**src/afc_params.svh**
```systemverilog
/*
 * Offsets, reset values and field positions of the analog front-end
 * configuration registers. Assumes inclusion by afc_route_decode and afc_regs.
 */
`ifndef AFC_PARAMS_SVH
`define AFC_PARAMS_SVH

// ----------------------------------------------------------------------------
// register indices (byte address is four times the index)
// ----------------------------------------------------------------------------
`define AFC_IDX_ROUTE     8'h0d
`define AFC_IDX_LEVEL     8'h0e
`define AFC_IDX_RSVD      8'h0f
`define AFC_IDX_AMP       8'h10
`define AFC_IDX_INSEL     8'h11

// ----------------------------------------------------------------------------
// reset values
// ----------------------------------------------------------------------------
`define AFC_RST_ROUTE     8'hff
`define AFC_RST_LEVEL     8'h00
`define AFC_RST_AMP       8'h00
`define AFC_RST_INSEL     8'hff

// ----------------------------------------------------------------------------
// field positions
// ----------------------------------------------------------------------------
`define AFC_HI_LSB        4
`define AFC_BYPASS_BIT    7
`define AFC_GAIN_MSB      2

// ----------------------------------------------------------------------------
// code limits
// ----------------------------------------------------------------------------
`define AFC_ROUTE_COMMON  4'ha
`define AFC_LEVEL_MAX2    4'h9
`define AFC_LEVEL_MAX1    4'ha

`endif

```
**src/afc_pkg.sv**
```systemverilog
/*
 * Types shared by the front-end configuration block.
 * Assumes afc_params.svh is on the include path.
 */
package afc_pkg;
    typedef enum logic [1:0] {
        AFC_BUS_IDLE = 2'b01,
        AFC_BUS_ACK  = 2'b10
    } afc_bus_state_type;

    typedef enum logic [1:0] {
        AFC_ROUTE_INPUT  = 2'h0,
        AFC_ROUTE_COMMON = 2'h1,
        AFC_ROUTE_NONE   = 2'h2
    } afc_route_kind_type;
endpackage

```
**src/afc_route_decode.sv**
```systemverilog
/*
 * Decodes one current-source routing nibble and one magnitude nibble.
 * Assumes a static nibble from the register bank; purely combinational.
 */
`timescale 1ns/1ps
`include "afc_params.svh"

module afc_route_decode
    import afc_pkg::*;
#(
    parameter logic [3:0] LEVEL_MAX = 4'h9
) (
    input  wire logic [3:0]   route_i,   // routing code
    input  wire logic [3:0]   level_i,   // magnitude code
    output afc_route_kind_type kind_o,   // kind of connection
    output logic [9:0]        pin_o,     // one-hot analog input
    output logic [3:0]        level_o    // 0 = off, else step 1..10
);
    // refused at elaboration: the step output only reaches 2500 uA
    if (LEVEL_MAX > 4'ha) begin : g_bad_limit
        $error("level limit out of range");
    end

    wire route_pin = route_i < `AFC_ROUTE_COMMON;
    wire level_ok  = level_i <= LEVEL_MAX;

    assign kind_o  = route_pin ? AFC_ROUTE_INPUT :
                     (route_i == `AFC_ROUTE_COMMON) ? AFC_ROUTE_COMMON : AFC_ROUTE_NONE;
    assign pin_o   = route_pin ? (10'h001 << route_i) : 10'h000;
    // codes beyond the limit decode as off
    assign level_o = level_ok ? level_i : 4'h0;
endmodule // afc_route_decode

```
**src/afc_regs.sv**
```systemverilog
/*
 * Analog front-end configuration registers behind a classic Wishbone slave.
 * Assumes a single 100 MHz clock and a synchronous active-high reset.
 */
`timescale 1ns/1ps
`include "afc_params.svh"

module afc_regs
    import afc_pkg::*;
#(
    parameter int ADDR_W = 8
) (
    input  wire logic              clk_i,               // 100 MHz clock
    input  wire logic              rst_i,               // sync reset, high
    input  wire logic              cyc_i,               // wishbone cycle
    input  wire logic              stb_i,               // wishbone strobe
    input  wire logic              we_i,                // write enable
    input  wire logic [ADDR_W-1:0] adr_i,               // byte address
    input  wire logic [3:0]        sel_i,               // byte lanes
    input  wire logic [31:0]       dat_i,               // write data
    output logic      [31:0]       dat_o,               // read data
    output logic                   ack_o,               // acknowledge
    output logic                   err_o,               // unmapped address
    output afc_route_kind_type     second_route_kind_o, // second source kind
    output logic      [9:0]        second_route_pin_o,  // second source pin
    output logic      [3:0]        second_level_o,      // second source step
    output afc_route_kind_type     first_route_kind_o,  // first source kind
    output logic      [9:0]        first_route_pin_o,   // first source pin
    output logic      [3:0]        first_level_o,       // first source step
    output logic                   amp_bypass_o,        // amplifier bypassed
    output logic      [7:0]        gain_o,              // one-hot gain 1..128
    output logic      [3:0]        positive_input_select_o, // positive code
    output logic      [3:0]        negative_input_select_o  // negative code
);
    // refused at elaboration: the selector sits at byte address 44h
    if (ADDR_W < 7) begin : g_bad_width
        $error("address too narrow for register map");
    end

    // ------------------------------------------------------------------------
    // registers
    // ------------------------------------------------------------------------
    logic [7:0]        current_source_routing;
    logic [7:0]        current_source_magnitude;
    logic [7:0]        amplifier_config;
    logic [7:0]        input_selector;
    afc_bus_state_type state;

    function automatic logic hit(input logic [ADDR_W-1:0] a, input logic [7:0] idx);
        hit = (a[ADDR_W-1:2] == (ADDR_W-2)'(idx)) && (a[1:0] == 2'b00);
    endfunction

    // ------------------------------------------------------------------------
    // address decode
    // ------------------------------------------------------------------------
    wire req      = cyc_i && stb_i && (state == AFC_BUS_IDLE);
    wire hit_rt   = hit(adr_i, `AFC_IDX_ROUTE);
    wire hit_lv   = hit(adr_i, `AFC_IDX_LEVEL);
    wire hit_rs   = hit(adr_i, `AFC_IDX_RSVD);
    wire hit_am   = hit(adr_i, `AFC_IDX_AMP);
    wire hit_in   = hit(adr_i, `AFC_IDX_INSEL);
    wire mapped   = hit_rt || hit_lv || hit_rs || hit_am || hit_in;
    wire wr_low   = req && we_i && sel_i[0] && mapped;

    // reserved location reads zero, writes ignored
    wire [7:0] rd_byte = hit_rt ? current_source_routing :
                         hit_lv ? current_source_magnitude :
                         hit_am ? amplifier_config :
                         hit_in ? input_selector : 8'h00;

    // ------------------------------------------------------------------------
    // bus slave: one wait state, ack or err for one cycle
    // ------------------------------------------------------------------------
    always_ff @(posedge clk_i) begin
        if (rst_i) begin
            state <= AFC_BUS_IDLE;
            ack_o <= 1'b0;
            err_o <= 1'b0;
            dat_o <= 32'h0000_0000;
        end else begin
            case (state)
                AFC_BUS_IDLE: begin
                    ack_o <= req && mapped;
                    err_o <= req && !mapped;
                    dat_o <= {24'h00_0000, rd_byte};
                    if (req) state <= AFC_BUS_ACK;
                end
                AFC_BUS_ACK: begin
                    ack_o <= 1'b0;
                    err_o <= 1'b0;
                    state <= AFC_BUS_IDLE;
                end
                default: state <= AFC_BUS_IDLE;
            endcase
        end
    end

    // the write lands on the same edge the ack rises, so a read-back after
    // the ack always sees the new value
    always_ff @(posedge clk_i) begin
        if (rst_i) begin
            current_source_routing   <= `AFC_RST_ROUTE;
            current_source_magnitude <= `AFC_RST_LEVEL;
            amplifier_config         <= `AFC_RST_AMP;
            input_selector           <= `AFC_RST_INSEL;
        end else if (wr_low) begin
            if (hit_rt) current_source_routing   <= dat_i[7:0];
            if (hit_lv) current_source_magnitude <= dat_i[7:0];
            // reserved bits 6:3 are stored as written; software keeps them zero
            if (hit_am) amplifier_config         <= dat_i[7:0];
            if (hit_in) input_selector           <= dat_i[7:0];
        end
    end

    // ------------------------------------------------------------------------
    // field decode
    // ------------------------------------------------------------------------
    // ambiguity resolved: first source keeps 2500 uA at code 1010
    afc_route_decode #(
        .LEVEL_MAX (`AFC_LEVEL_MAX2)
    ) u_second (
        .route_i (current_source_routing[7:`AFC_HI_LSB]),
        .level_i (current_source_magnitude[7:`AFC_HI_LSB]),
        .kind_o  (second_route_kind_o),
        .pin_o   (second_route_pin_o),
        .level_o (second_level_o)
    );

    afc_route_decode #(
        .LEVEL_MAX (`AFC_LEVEL_MAX1)
    ) u_first (
        .route_i (current_source_routing[3:0]),
        .level_i (current_source_magnitude[3:0]),
        .kind_o  (first_route_kind_o),
        .pin_o   (first_route_pin_o),
        .level_o (first_level_o)
    );

    assign amp_bypass_o = amplifier_config[`AFC_BYPASS_BIT];
    assign gain_o       = 8'h01 << amplifier_config[`AFC_GAIN_MSB:0];
    // inputs 5-9 are passed through; only the ten-input variant wires them
    assign positive_input_select_o = input_selector[7:`AFC_HI_LSB];
    assign negative_input_select_o = input_selector[3:0];
endmodule // afc_regs

```
**config.mk**
```make
export PLATFORM = sky130hd
export DESIGN_NAME = afc_regs
export DESIGN_NICKNAME = d
export VERILOG_FILES = /design/src/afc_pkg.sv /design/src/afc_route_decode.sv /design/src/afc_regs.sv
export VERILOG_INCLUDE_DIRS = /design/src
export SDC_FILE = /design/constraint.sdc
export NUM_CORES = 1
export LEC_CHECK = 0
export BUFFER_PORTS_ARGS = -buffer_cell sky130_fd_sc_hd__buf_4
export CAP_MARGIN = 20
export CORE_MARGIN = 4
export CORE_UTILIZATION = 46
export CTS_CLUSTER_SIZE = 40
export DETAILED_ROUTE_END_ITERATION = 8
export GPL_TIMING_DRIVEN = 1
export PLACE_DENSITY = 0.92
export SYNTH_ARGS = -nofsm -noshare
export SYNTH_HDL_FRONTEND = slang
export SYNTH_SLANG_ARGS = --single-unit
```
**constraint.sdc**
```tcl
create_clock -name clk_i -period 2.05 [get_ports clk_i]
set_input_delay 0.205 -clock clk_i [delete_from_list [all_inputs] [get_ports clk_i]]
set_output_delay 0.205 -clock clk_i [all_outputs]
set_load 0.02 [all_outputs]
```
==> out/metrics.yaml <==
clocking:
  cts_buffer_depth: 2
  insertion_delay_ns: 0.30
  htree_levels: 2
  ctsResizeCount: 0
  holdBufCountCts: 0
  worst_setup_hold_path_clk_slew_ns: 0.08
  ctsRootBufferMaster: "clkbuf_8"
  cts_tree: "built"
  cts_buffers: 5
  postCtsSetupRepairBufs: 0
  cts.sinks: 44
logic_synthesis:
  yosys_warnings: 0
  ys.flop_type: "dfxtp_1"
  synth_seq_area_share: 0.338
  yosysTopAreaCell: "dfxtp_1"
  syn_area_um2: 2610
  synth_cells: 322
  synthTopCellsByCount: "dfxtp_1 (44), a21oi_1 (26), buf_4 (24), clkbuf_1 (21), nor2_1 (20)"
  synth-edff-count: 0
  avgSynthCellArea_um2: 8.10
  synthDistinctLibCells: 42
  synth_top_area_frac: 0.338
  synthTopCellsByArea: "dfxtp_1 (34%), buf_4 (6.9%), a211o_1 (5.7%), a21oi_1 (5.0%), o21ai_0 (3.6%)"
  synth_most_common_cell: "dfxtp_1"
  synthArstFlopShare: 0
  ys_seq_elements: 44
route:
  routedWlPerCell_um: 16.1
  postRouteAntennaNets: 0
  met1_length_um: 3020
  drtPass1Iterations: 5
  wl_um: 7350
  first_iter_violations: 287
  met3_length_um: 641
  drc: 0
  viasPerCell: 5.83
  routed.top_layer: "met4"
  vias: 2670
  met2_length_um: 3500
power_and_ir_drop:
  power_w: 0.00169
  power-per-cell-area_nw_per_um2: 523
  ir_drop_v: 0.000282
  leakagePower_nw: 1.36
final_layout:
  area_growth_pct: 23.7
  antennaDiodeCount: 0
  final_area_um2: 3230
  seq_area_um2: 881
  drive_above_1_share: 0.264
  n_fill_cell: 501
  multiInputGateArea_um2: 1450
  nNetsFinal: 438
sta:
  worst_slew_pin_slew_ns: 0.559
  rsz0062_at_grt: "false"
  max_freq_mhz: 545
  relSlewSlack: 0.626
  final-max-slew-violation-count: 0
  period_needed_ns: 1.84
  finClkSkew_ns: 0.00701
  hold_viol_final: 0
  min_period_over_period: 0.896
  setup_violations: 0
  setup-tns-final_ns: 0
  timing.final.ws_setup_ns: 0.214
hold_path:
  hp-class: "in -> reg"
global_route:
  grtUsageTotal: 0.200
  grt_start_max_net_pins: 36
  grt.overflow.total: 0
  antenna_found_initial: 0
  grt_pass1_vias: 2365
  grt_pass1_wl_um: 11600
die:
  io_pins: 132
  die_w_um: 83.3
  dieArea_um2: 6940
  initial_core_util: 0.474
  fp.coreArea_um2: 5510
  rows: 27
  die_h_um: 83.3
critical_path:
  start_kind: "register"
  cp-end-kind: "register"
  worst_ep_arrival_time_ns: 2.02
  cp.required_ns: 2.24
  worstSetupPathType: "reg -> reg"
  critPathMaxFanout: 13
placement:
  pre_cts_slack_ns: 0.146
  place_area_um2: 3130
  portBuffers: 80
  dpl.hpwl_um: 5460
  globalplace.congestion: 0.930
flow_run:
  maxCapViolCount: 0
outcome:
  outcome: "completed"
-- layout make-up --
| class | instances | area share |
|---|---|---|
| multi-input combinational | 237 | 0.451 |
| sequential | 44 | 0.273 |
| clock inverter | 1 | 0.00931 |
| timing repair buffer | 88 | 0.205 |
| inverter | 11 | 0.0128 |
| clock buffer | 5 | 0.0213 |
| tap | 72 | 0.0279 |
-- state kept, by name (all words and copies together) (netlist names) --
| register | count |
|---|---|
| ack_o | 1 |
| amplifier_config | 8 |
| dat_o | 8 |
| input_selector | 8 |
| err_o | 1 |
| current_source_routing | 8 |
| current_source_magnitude | 8 |
| state | 2 |
-- logic make-up (layout without fill, tap and decap cells) --
kind of cell / after synthesis / in the layout / share of synthesized area
AND/OR/NAND/NOR: 112 / 112 / 0.252
flip-flops: 44 / 44 / 0.338
AO/OA/AOI/OAI: 99 / 99 / 0.261
buffers and inverters: 64 / 105 / 0.138
other: 1 / 24 / 0.00144
adder cells (fa/ha/maj): 2 / 2 / 0.00960
-- layer usage --
layer,GRT usage,up-vias
met1,0.250,1255
li1,-,1259
met5,0,-
met3,0.0575,21
met2,0.322,135
met4,0.0802,0
-- power by group --
part	switching [W]	internal (W)	leakage [nW]
registers	0.00000333	0.000859	0.355
logic	0.000137	0.0000629	0.954
clock network	0.000276	0.000350	0.0501
-- stage by stage --
step           instances   util  hold WS (ns)
6_report             458  0.586         0.193
5_1_grt              458  0.586         0.191
4_1_cts              458  0.586         0.194
3_5_place_dp         452  0.568         0.442
3_3_place_gp         452  0.568         0.441
2_1_floorplan        345      -         0.353
-- layout by cell type (no fill, tap or decap), types with 2 or more instances in the layout --
| cell | Yosys | routed |
|---|---|---|
| clkbuf_8 | 0 | 5 |
| o21ai_1 | 2 | 2 |
| nand2b_1 | 8 | 8 |
| nor4_1 | 2 | 2 |
| and3b_1 | 3 | 3 |
| a32o_1 | 9 | 9 |
| and3_1 | 10 | 10 |
| inv_1 | 11 | 11 |
| nor3_1 | 13 | 13 |
| nand3_1 | 16 | 16 |
| nor3b_4 | 2 | 2 |
| o22ai_1 | 8 | 8 |
| a211o_1 | 17 | 17 |
| dfxtp_1 | 44 | 44 |
| nand4_1 | 2 | 2 |
| and2_1 | 3 | 3 |
| nor2_1 | 20 | 20 |
| o22a_1 | 7 | 7 |
| a32oi_1 | 8 | 8 |
| nand2_1 | 13 | 13 |
| ha_1 | 2 | 2 |
| conb_1 | 1 | 24 |
| o21ai_0 | 19 | 19 |
| a21oi_1 | 26 | 26 |
| buf_4 | 24 | 88 |
| nor3b_1 | 4 | 4 |
| nor2b_1 | 7 | 7 |
-- final timing paths --
kind                            startpoint                   to  slack [ns]  cells after the start
worst max-delay path              state[1]    input_selector[7]        0.21                      6
worst min-delay path              dat_i[4]  amplifier_config[4]        0.19                      3
worst max register to register    state[1]    input_selector[7]        0.21                      6
worst min register to register       ack_o                ack_o        0.45                      2
-- worst max-delay path, cell delays in order, from the launching register on --
cell     delay, ns
dfxtp_1       0.32
inv_1         0.07
ha_1          0.17
and4_1        0.29
and4_2        0.44
nand2_4       0.12
a211o_1       0.31
Power figures use the tool's default switching activity.
